--- src/clock_mode_defs.svh ---
/*
  Constants of the clock mode select and divider block: mode codes,
  decode bases, prescale values and the mode settle count.
  Assumes inclusion by bare name from the design files.
*/
`ifndef CLOCK_MODE_DEFS_SVH
`define CLOCK_MODE_DEFS_SVH

// Mode codes shared by the request and the status fields
`define CMS_MODE_SELF      2'h0
`define CMS_MODE_FLL_INT   2'h1
`define CMS_MODE_BYPASS    2'h2
`define CMS_MODE_FLL_EXT   2'h3

// Cycles between a mode request and its first evaluation
`define CMS_SETTLE_CYCLES  3'h4

// Multiplier decode: base plus step per code
`define CMS_MULT_BASE      5'h04
`define CMS_MULT_STEP      5'h02

// Prescale factor per range setting
`define CMS_PRESCALE_LOW   7'h40
`define CMS_PRESCALE_HIGH  7'h01

// Least product ratio for the reference-derived fixed clock
`define CMS_RATIO_MIN      12'h004

// Fixed dividers
`define CMS_IRC_DIVISOR    9'h007
`define CMS_BUS_DIVISOR    9'h002
`define CMS_FIXED_DIVISOR  9'h002

`endif

--- src/clock_mode_pkg.sv ---
/*
  Types of the clock mode select and divider block.
  Assumes clock_mode_defs.svh is compiled alongside.
*/
package clock_mode_pkg;

  typedef enum logic {SW_STEADY, SW_WAIT} switch_phase_t;

  // First control register fields
  typedef struct packed {
    logic       highGain;
    logic       rangeSel;
    logic       refSel;
    logic [1:0] mode;
  } ctrl_one_t;

  // Second control register fields
  typedef struct packed {
    logic [2:0] multCode;
    logic [2:0] divCode;
  } ctrl_two_t;

  // Status levels from the loop and the clock monitors
  typedef struct packed {
    logic dcoStable;
    logic extRefStable;
    logic lossOfClock;
    logic fllLocked;
    logic lossOfRef;
    logic lossOfDco;
  } flags_t;

  typedef struct packed {
    logic meta;
    logic stable;
    logic prev;
    logic rise;
  } sync_state_t;

  typedef struct packed {
    logic [8:0] cnt;
    logic       tick;
  } div_state_t;

  typedef struct packed {
    switch_phase_t phase;
    logic [2:0]    settleCnt;
    logic [1:0]    reqMode;
    logic [1:0]    actMode;
    logic          refSel;
    logic          refSelLocked;
    logic          firstWriteDone;
    logic          highGain;
    logic          gainWritten;
    logic          rangeSel;
    logic [2:0]    multCode;
    logic [2:0]    divCode;
    logic          halfRate;
    logic [8:0]    outDivisor;
    logic          fixedOut;
  } state_t;

endpackage : clock_mode_pkg

--- src/sync_edge.sv ---
/*
  Two-flop synchroniser with rising-edge pulse for a pin clock.
  Assumes pinIn is asynchronous to sys_clk and much slower than it.
*/
module sync_edge (
  input  wire logic sys_clk,
  input  wire logic arst_n,
  input  wire logic pinIn,
  output logic      riseTick
);

  clock_mode_pkg::sync_state_t s_reg;
  clock_mode_pkg::sync_state_t s_next;

  // Edge is taken only from the second flop onward
  always_comb begin
    s_next        = s_reg;
    s_next.meta   = pinIn;
    s_next.stable = s_reg.meta;
    s_next.prev   = s_reg.stable;
    s_next.rise   = s_reg.stable & ~s_reg.prev;
  end

  always_ff @(posedge sys_clk or negedge arst_n) begin
    if (!arst_n) begin
      s_reg <= '0;
    end else begin
      s_reg <= s_next;
    end
  end

  assign riseTick = s_reg.rise;

endmodule : sync_edge

--- src/div_counter.sv ---
/*
  Event divider: one tick for every divisor input events.
  Assumes divisor is at least one; a shrinking divisor wraps safely.
*/
module div_counter (
  input  wire logic       sys_clk,
  input  wire logic       arst_n,
  input  wire logic       eventIn,
  input  wire logic [8:0] divisor,
  output logic            tick
);

  clock_mode_pkg::div_state_t s_reg;
  clock_mode_pkg::div_state_t s_next;

  // Count events, tick and restart at the last one
  always_comb begin
    s_next      = s_reg;
    s_next.tick = 1'b0;
    if (eventIn) begin
      if (s_reg.cnt + 9'h001 >= divisor) begin
        s_next.cnt  = 9'h000;
        s_next.tick = 1'b1;
      end else begin
        s_next.cnt = s_reg.cnt + 9'h001;
      end
    end
  end

  always_ff @(posedge sys_clk or negedge arst_n) begin
    if (!arst_n) begin
      s_reg <= '0;
    end else begin
      s_reg <= s_next;
    end
  end

  assign tick = s_reg.tick;

endmodule : div_counter

--- src/clock_mode_select.sv ---
/*
  Clock mode selection and output derivation of the clock generator:
  mode request and status, entry gating, fallback on clock loss,
  output and fixed-frequency clock ticks, write-once oscillator gain.
  Assumes the loop, lock and loss detectors sit outside on sys_clk and
  the raw DCO, external and internal reference clocks arrive as pins.
  Each derived clock is a one-cycle tick per period of that clock.
*/
`include "clock_mode_defs.svh"

// Overview of operation
// Accept requested mode, report actual mode
// Status follows request only after settle delay
// First write without crystal locks reference off
// Enter modes only when stability flags allow
// Self-clocked granted unless leaving bypass mode
// Internal reference over seven clocks comparisons only
// External loop outputs half rate until locked
// Fixed clock equals bus clock otherwise
// Fixed clock from reference when ratio, lock
// Fixed clock stopped in internal loop, self-clocked
// Peripherals avoid fixed clock in those modes
// High-gain bit selects oscillator gain
// High gain acts only with reference selected
// High-gain bit written once per reset
// Output frequency per mode from source, P, N, R
// Prescale 64 for low range, 1 high
// Multiplier decodes four plus two per code
// Divider decodes as power of two
// Clock loss fallback updates request and status
module clock_mode_select (
  input  wire logic                      sys_clk,
  input  wire logic                      arst_n,
  input  wire logic                      ctrlOneWrite,
  input  wire clock_mode_pkg::ctrl_one_t ctrlOneData,
  input  wire logic                      ctrlTwoWrite,
  input  wire clock_mode_pkg::ctrl_two_t ctrlTwoData,
  input  wire clock_mode_pkg::flags_t    flags,
  input  wire logic                      dcoClockPin,
  input  wire logic                      extRefClockPin,
  input  wire logic                      intRefClockPin,
  output logic [1:0]                     requestedModeSel,
  output logic [1:0]                     actualModeStat,
  output logic                           referenceSelect,
  output logic                           oscAmpEnable,
  output logic                           highGainSel,
  output logic                           highGainActive,
  output logic                           halfRateActive,
  output logic [4:0]                     multiplierN,
  output logic [7:0]                     dividerR,
  output logic [6:0]                     prescaleP,
  output logic                           generatorOutputTick,
  output logic                           internalBusTick,
  output logic                           fixedFreqTick,
  output logic                           compareRefTick
);

  clock_mode_pkg::state_t s_reg;
  clock_mode_pkg::state_t s_next;

  logic        dcoRise;
  logic        extRefRise;
  logic        intRefRise;
  logic        outSrcEvent;
  logic        busTick;
  logic        fixedRefTick;
  logic [10:0] productPN;
  logic [11:0] ratioBound;
  logic        ratioOk;
  logic        fallbackNow;

  // Multiplier from the three-bit code
  function automatic logic [4:0] decode_mult(input logic [2:0] code);
    decode_mult = `CMS_MULT_BASE + `CMS_MULT_STEP * {2'h0, code};
  endfunction : decode_mult

  // Divider from the three-bit code
  function automatic logic [7:0] decode_div(input logic [2:0] code);
    decode_div = 8'h01 << code;
  endfunction : decode_div

  // Prescale from the range setting
  function automatic logic [6:0] decode_pre(input logic rangeSel);
    decode_pre = rangeSel ? `CMS_PRESCALE_HIGH : `CMS_PRESCALE_LOW;
  endfunction : decode_pre

  // Entry conditions of a requested mode
  function automatic logic mode_allowed(
    input logic [1:0]             req,
    input logic [1:0]             act,
    input clock_mode_pkg::flags_t f
  );
    case (req)
      `CMS_MODE_SELF:    mode_allowed = (act != `CMS_MODE_BYPASS);
      `CMS_MODE_FLL_INT: mode_allowed = f.dcoStable;
      `CMS_MODE_BYPASS:  mode_allowed = f.extRefStable;
      `CMS_MODE_FLL_EXT: mode_allowed = f.dcoStable & f.extRefStable &
        ~((act == `CMS_MODE_BYPASS) & f.lossOfClock);
      default:           mode_allowed = 1'b0;
    endcase
  endfunction : mode_allowed

  // Pin clocks into the system domain
  sync_edge dcoSync (
    .sys_clk  (sys_clk),
    .arst_n   (arst_n),
    .pinIn    (dcoClockPin),
    .riseTick (dcoRise)
  );

  sync_edge extRefSync (
    .sys_clk  (sys_clk),
    .arst_n   (arst_n),
    .pinIn    (extRefClockPin),
    .riseTick (extRefRise)
  );

  sync_edge intRefSync (
    .sys_clk  (sys_clk),
    .arst_n   (arst_n),
    .pinIn    (intRefClockPin),
    .riseTick (intRefRise)
  );

  // Output clock source: reference in bypass, DCO otherwise
  assign outSrcEvent = (s_reg.actMode == `CMS_MODE_BYPASS) ?
                       extRefRise : dcoRise;

  // Output clock divided by R or 2R
  div_counter outDiv (
    .sys_clk (sys_clk),
    .arst_n  (arst_n),
    .eventIn (outSrcEvent),
    .divisor (s_reg.outDivisor),
    .tick    (generatorOutputTick)
  );

  // Bus clock is half the output clock
  div_counter busDiv (
    .sys_clk (sys_clk),
    .arst_n  (arst_n),
    .eventIn (generatorOutputTick),
    .divisor (`CMS_BUS_DIVISOR),
    .tick    (busTick)
  );

  // External reference over two for the fixed clock
  div_counter fixedDiv (
    .sys_clk (sys_clk),
    .arst_n  (arst_n),
    .eventIn (extRefRise),
    .divisor (`CMS_FIXED_DIVISOR),
    .tick    (fixedRefTick)
  );

  // Internal reference over seven, comparison clock only
  div_counter ircDiv (
    .sys_clk (sys_clk),
    .arst_n  (arst_n),
    .eventIn (intRefRise),
    .divisor (`CMS_IRC_DIVISOR),
    .tick    (compareRefTick)
  );

  // Ratio test P*N/R >= 4 done as P*N >= 4*R
  assign productPN  = {4'h0, prescaleP} * {6'h00, multiplierN};
  assign ratioBound = `CMS_RATIO_MIN * {4'h0, dividerR};
  assign ratioOk    = ({1'b0, productPN} >= ratioBound);

  // Monitor-forced fallback out of the external modes
  assign fallbackNow = (flags.lossOfRef &&
                        (s_reg.actMode == `CMS_MODE_FLL_EXT ||
                         s_reg.actMode == `CMS_MODE_BYPASS)) ||
                       (flags.lossOfDco &&
                        s_reg.actMode == `CMS_MODE_FLL_EXT);

  // Next state of the whole block
  always_comb begin
    s_next = s_reg;
    // Software write of the first control register
    if (ctrlOneWrite) begin
      s_next.reqMode   = ctrlOneData.mode;
      s_next.phase     = clock_mode_pkg::SW_WAIT;
      s_next.settleCnt = `CMS_SETTLE_CYCLES;
      s_next.rangeSel  = ctrlOneData.rangeSel;
      if (!s_reg.firstWriteDone) begin
        s_next.firstWriteDone = 1'b1;
        if (ctrlOneData.refSel && ctrlOneData.mode[1]) begin
          s_next.refSel = 1'b1;
        end else begin
          s_next.refSel     = 1'b0;
          s_next.refSelLocked = 1'b1;
        end
      end else if (!s_reg.refSelLocked) begin
        s_next.refSel = ctrlOneData.refSel;
      end
      if (!s_reg.gainWritten) begin
        s_next.highGain    = ctrlOneData.highGain;
        s_next.gainWritten = 1'b1;
      end
    end
    // Lock ends the half-rate phase; later sets win
    if (flags.fllLocked) begin
      s_next.halfRate = 1'b0;
    end
    // Software write of multiplier and divider
    if (ctrlTwoWrite) begin
      s_next.multCode = ctrlTwoData.multCode;
      s_next.divCode  = ctrlTwoData.divCode;
      if (s_reg.actMode == `CMS_MODE_FLL_EXT &&
          ctrlTwoData.multCode != s_reg.multCode) begin
        s_next.halfRate = 1'b1;
      end
    end
    // Settle delay, then track the request while allowed
    case (s_reg.phase)
      clock_mode_pkg::SW_WAIT: begin
        if (!ctrlOneWrite) begin
          if (s_reg.settleCnt <= 3'h1) begin
            s_next.phase = clock_mode_pkg::SW_STEADY;
          end else begin
            s_next.settleCnt = s_reg.settleCnt - 3'h1;
          end
        end
      end
      clock_mode_pkg::SW_STEADY: begin
        if (!ctrlOneWrite && s_reg.reqMode != s_reg.actMode &&
            mode_allowed(s_reg.reqMode, s_reg.actMode, flags)) begin
          s_next.actMode = s_reg.reqMode;
          if (s_reg.reqMode == `CMS_MODE_FLL_EXT) begin
            s_next.halfRate = 1'b1;
          end
        end
      end
      default: begin
        s_next.phase = clock_mode_pkg::SW_STEADY;
      end
    endcase
    // Fallback has priority over any request
    if (fallbackNow) begin
      s_next.phase = clock_mode_pkg::SW_STEADY;
      if (flags.lossOfRef) begin
        s_next.actMode = `CMS_MODE_SELF;
        s_next.reqMode = `CMS_MODE_SELF;
      end else begin
        s_next.actMode = `CMS_MODE_BYPASS;
        s_next.reqMode = `CMS_MODE_BYPASS;
      end
      s_next.halfRate = 1'b0;
    end
    // Output divisor, doubled while the loop locks or relocks after a multiplier change
    s_next.outDivisor = s_reg.halfRate ?
                        {decode_div(s_reg.divCode), 1'b0} :
                        {1'b0, decode_div(s_reg.divCode)};
    // Fixed clock source per mode
    case (s_reg.actMode)
      `CMS_MODE_FLL_EXT: begin
        s_next.fixedOut = (ratioOk && flags.fllLocked) ?
                          fixedRefTick : busTick;
      end
      `CMS_MODE_BYPASS: begin
        s_next.fixedOut = busTick;
      end
      default: begin
        s_next.fixedOut = 1'b0;
      end
    endcase
  end

  // State register; reset lands in self-clocked mode
  always_ff @(posedge sys_clk or negedge arst_n) begin
    if (!arst_n) begin
      s_reg            <= '0;
      s_reg.phase      <= clock_mode_pkg::SW_STEADY;
      s_reg.outDivisor <= 9'h001;
    end else begin
      s_reg <= s_next;
    end
  end

  // Outputs
  assign requestedModeSel = s_reg.reqMode;
  assign actualModeStat   = s_reg.actMode;
  assign referenceSelect  = s_reg.refSel;
  assign oscAmpEnable     = s_reg.refSel;
  assign highGainSel      = s_reg.highGain;
  assign highGainActive   = s_reg.highGain & s_reg.refSel;
  assign halfRateActive   = s_reg.halfRate;
  assign multiplierN      = decode_mult(s_reg.multCode);
  assign dividerR         = decode_div(s_reg.divCode);
  assign prescaleP        = decode_pre(s_reg.rangeSel);
  assign internalBusTick  = busTick;
  assign fixedFreqTick    = s_reg.fixedOut;
endmodule : clock_mode_select

--- config.mk ---
export PLATFORM = sky130hd
export DESIGN_NAME = clock_mode_select
export DESIGN_NICKNAME = d
export VERILOG_FILES = /design/src/clock_mode_pkg.sv /design/src/sync_edge.sv /design/src/div_counter.sv /design/src/clock_mode_select.sv
export VERILOG_INCLUDE_DIRS = /design/src
export SDC_FILE = /design/constraint.sdc
export NUM_CORES = 1
export LEC_CHECK = 0
export BUFFER_PORTS_ARGS = -buffer_cell sky130_fd_sc_hd__buf_2
export CAP_MARGIN = 10
export CELL_PAD_IN_SITES_DETAIL_PLACEMENT = 1
export CELL_PAD_IN_SITES_GLOBAL_PLACEMENT = 1
export CORE_AREA = 10 10 142 144
export CTS_CLUSTER_DIAMETER = 100
export DETAILED_ROUTE_END_ITERATION = 16
export DIE_AREA = 0 0 152 154
export PLACE_DENSITY_LB_ADDON = 0.15
export SYNTH_ARGS = -nofsm -noshare
export SYNTH_HDL_FRONTEND = slang
export SYNTH_SLANG_ARGS = --single-unit
--- constraint.sdc ---
create_clock -name sys_clk -period 3.19 [get_ports sys_clk]
set_input_delay 0.4785 -clock sys_clk [delete_from_list [all_inputs] [get_ports sys_clk]]
set_output_delay 0.4785 -clock sys_clk [all_outputs]
set_load 0.03 [all_outputs]
==> impl_results.md <==
- Status: finished, final reports clean
- Share of cells above drive strength 1: 18.8%
- Number of global-route vias before repair: 3470
- Cts repair resizes: 0
- Largest family of logic cells by synthesized area: simple AND/OR/NAND/NOR gates
- Clock tree buffer depth: 2
- Root Buffer: clkbuf_16
- Fill count: 2004
- ANT cells: 0
- Worst setup EP type: register
- Slew Limit Headroom: 55.1%
- Worst-path clk slew: 0.07 ns
- Avg Cell Area, Syn: 10.2 µm²
- First-pass GRT wire length: 18200 µm
- PortBufs: 50
- Synth Area in XOR/XNOR: 4.13%
- Switching Fraction: 36.3%
- Final hold vios: 0
- Most frequent cells in the layout: dfrtp_1, buf_2, nand2_1
- Sequential element share of the synthesized area: 48.5%
- Yosys reg bits: 82
- Pre-antenna DRT Iters: 4
- Combinational share of power: 29.5%
- Total grt overflow: 0
- Critical-path cell list: ha_1, inv_1, or3_1, nand2_1, ha_1, a21o_1, a221o_1, a221oi_4, buf_12, nand2b_4, o31ai_2
- DR iter-0 viols: 133
- RSZ-0062 raised after global routing: no
- Die W: 152 µm
- Leak: 2.41 nW
- Setup TNS: 0 ns
- CTS buffer count: 9
- Main flop type after synthesis: dfrtp_1
- I/O Pins: 57
- DP HPWL: 7940 µm
- Psw: 1.26 mW
- Routed WL per cell: 15.2 µm
- Area growth from synthesis to layout: 17.9%
- Worst clock skew: 0.00862 ns
- Total power: 3.49 mW
- GR Util All Layers: 9.55%
- Worst-margin pin slew: 0.672 ns
- Synth Cell Area: 4240 µm²
- Gpl congestion: 0.743
- Crit path depth: 11
- DR vias: 3086
- DRC: 0
- Clock share of power: 30.4%
- Fraction of registers with async set/reset: 100%
- Chip height: 154 µm
- CP startpoint kind: register
- Pre-CTS setup slack: 0.124 ns
- Crit path DAT: 3.21 ns
- Final nets: 511
- Crit path top cell by count: ha_1
- Post-DRT Antenna Nets: 0
- Slew Viols, Final: 0
- Final Critical Period: 2.95 ns
- P per Cell Area: 698 nW/µm²
- # clock sinks: 82
- Critical path buffers and inverters: 2
- Reg power frac: 40.1%
- Initial antenna violation count: 0
- Post-synth EDFFs: 0
- Cell Area, Placed: 4670 µm²
- Internal power: 2.22 mW
- Post-layout instance area: 4990 µm²
- H-tree depth: 3
- Post-CTS Setup Inserts: 0
- Peak supply drop: 0.000293 V
- Max-cap violations: 0
- Post-synth cell types: 56
- Worst path max stage delay: 0.47 ns
- Hold crit path type: primary input to asynchronous set/reset pin
- Cell family with most CP delay: compound AO/OA/AOI/OAI gates
- Clk_lat worst skew: 0.35 ns
- Fin crit share: 92.5%
- Worst setup margin: 0.240 ns
- Synth Instances: 416
- CP max stage cell: dfrtp_1
- Crit-path max FO: 8
- Largest net degree at the start of global routing: 42
- Syn. warnings: 0
- CTS Hold Bufs: 0
- Simple-gate portion of the synthesized area: 18.1%
- Most common cell after layout, fill and taps aside: dfrtp_1
- Via/cell ratio: 4.46
- Setup CP Type: register to register
- CTS tree: built
- Fmax: 0.339 GHz
- Synth Area in Compound Gates: 11.8%
- Final wirelength: 10500 µm
- WP data required: 3.45 ns
- Post-synthesis mux area share: 4.02%
- Max reg flops: 22
- # rows: 48
- Post-Synth Adder-Cell Area: 7.38%
- CORE AREA: 17200 µm²
- Initial core utilization: 24.7%
- Die area: 23400 µm²
- Final count of negative-setup-slack endpoints: 0
- Worst r2r path cells: 11
metrics by stage:
step	instances	hold slack [ns]	utilization, %
after global placement	675	0.336	27.2
final	692	0.124	29.1
after CTS	691	0.138	29.0
after floorplan	421	0.183	-
after global routing	692	0.160	29.1
after detailed placement	675	0.338	27.2
final timing paths:
path                                    from           endpoint  slack [ns]
max reg2reg                  outDiv.s_reg[1]    outDiv.s_reg[6]        0.24
min in group sys_clk             dcoClockPin  dcoSync.s_next[2]        0.24
max                          outDiv.s_reg[1]    outDiv.s_reg[6]        0.24
min                                   arst_n           s_reg[5]        0.12
min reg2reg                dcoSync.s_next[2]  dcoSync.s_next[1]        0.35
max in group asynchronous             arst_n          s_reg[28]        2.35
worst register-to-register path: stages (launching register included):
cell and delay, ns:
dfrtp_1 0.47, ha_1 0.33, inv_1 0.08, or3_1 0.38, nand2_1 0.09, ha_1 0.23, a21o_1 0.18, a221o_1 0.40
a221oi_4 0.32, buf_12 0.16, nand2b_4 0.07, o31ai_2 0.17
cell type report:
cell class / instances / area (µm²) / area share, %
clock buffer: 9 / 225 / 4.51
clock inverter: 7 / 76.3 / 1.53
inverter: 31 / 116 / 2.33
multi-input combinational: 284 / 1950 / 39.0
sequential: 82 / 2050 / 41.1
tap: 225 / 282 / 5.64
timing repair buffer: 54 / 295 / 5.91
cells by family after synthesis:
family                   after synthesis
AO/OA/AOI/OAI                         71
XOR/XNOR                              20
adder cells (fa/ha/maj)               25
buffers and inverters                 55
flip-flops                            82
multiplexers                          16
other                                  1
AND/OR/NAND/NOR                      146
layer usage:
metal	share of wire [%]	track usage [%]
met1	48	11.5
met2	47	15.5
met3	3.3	2.79
met4	1.8	4.08
met5	0	0
cell usage after synthesis (all sizes together), types with 2 or more instances:
library cell	instances	area [µm²]
dfrtp	81	2030
nand2	39	146
inv	31	116
nor2b	29	181
ha	25	313
nor2	19	71.3
o21ai	19	95.1
buf	14	101
xnor2	14	123
nand3	13	65.1
a21oi	10	50.1
clkbuf	10	37.5
and2	8	50.1
mux2	8	90.1
mux2i	8	80.1
and3	7	43.8
a31oi	6	37.5
nand2b	6	45.0
nor3	6	30.0
xor2	6	52.6
a21o	5	38.8
a211oi	3	22.5
a41oi	3	26.3
nand4	3	18.8
nor4	3	18.8
o21a	3	22.5
o31ai	3	27.5
or2	3	18.8
or3	3	18.8
a221o	2	20.0
a22oi	2	15.0
a311oi	2	17.5
nand3b	2	15.0
nor4b	2	17.5
o211ai	2	15.0
power groups by stage:
stage | registers [mW] | logic (mW) | clock network [mW]
floorplan | 1.35 | 0.756 | 0
global placement | 1.42 | 0.960 | 0
detailed placement | 1.43 | 0.982 | 0
CTS | 1.41 | 0.990 | 1.12
global route | 1.44 | 1.16 | 1.16
finish | 1.40 | 1.03 | 1.06
Note: power is estimated with default switching activity, not from simulation.
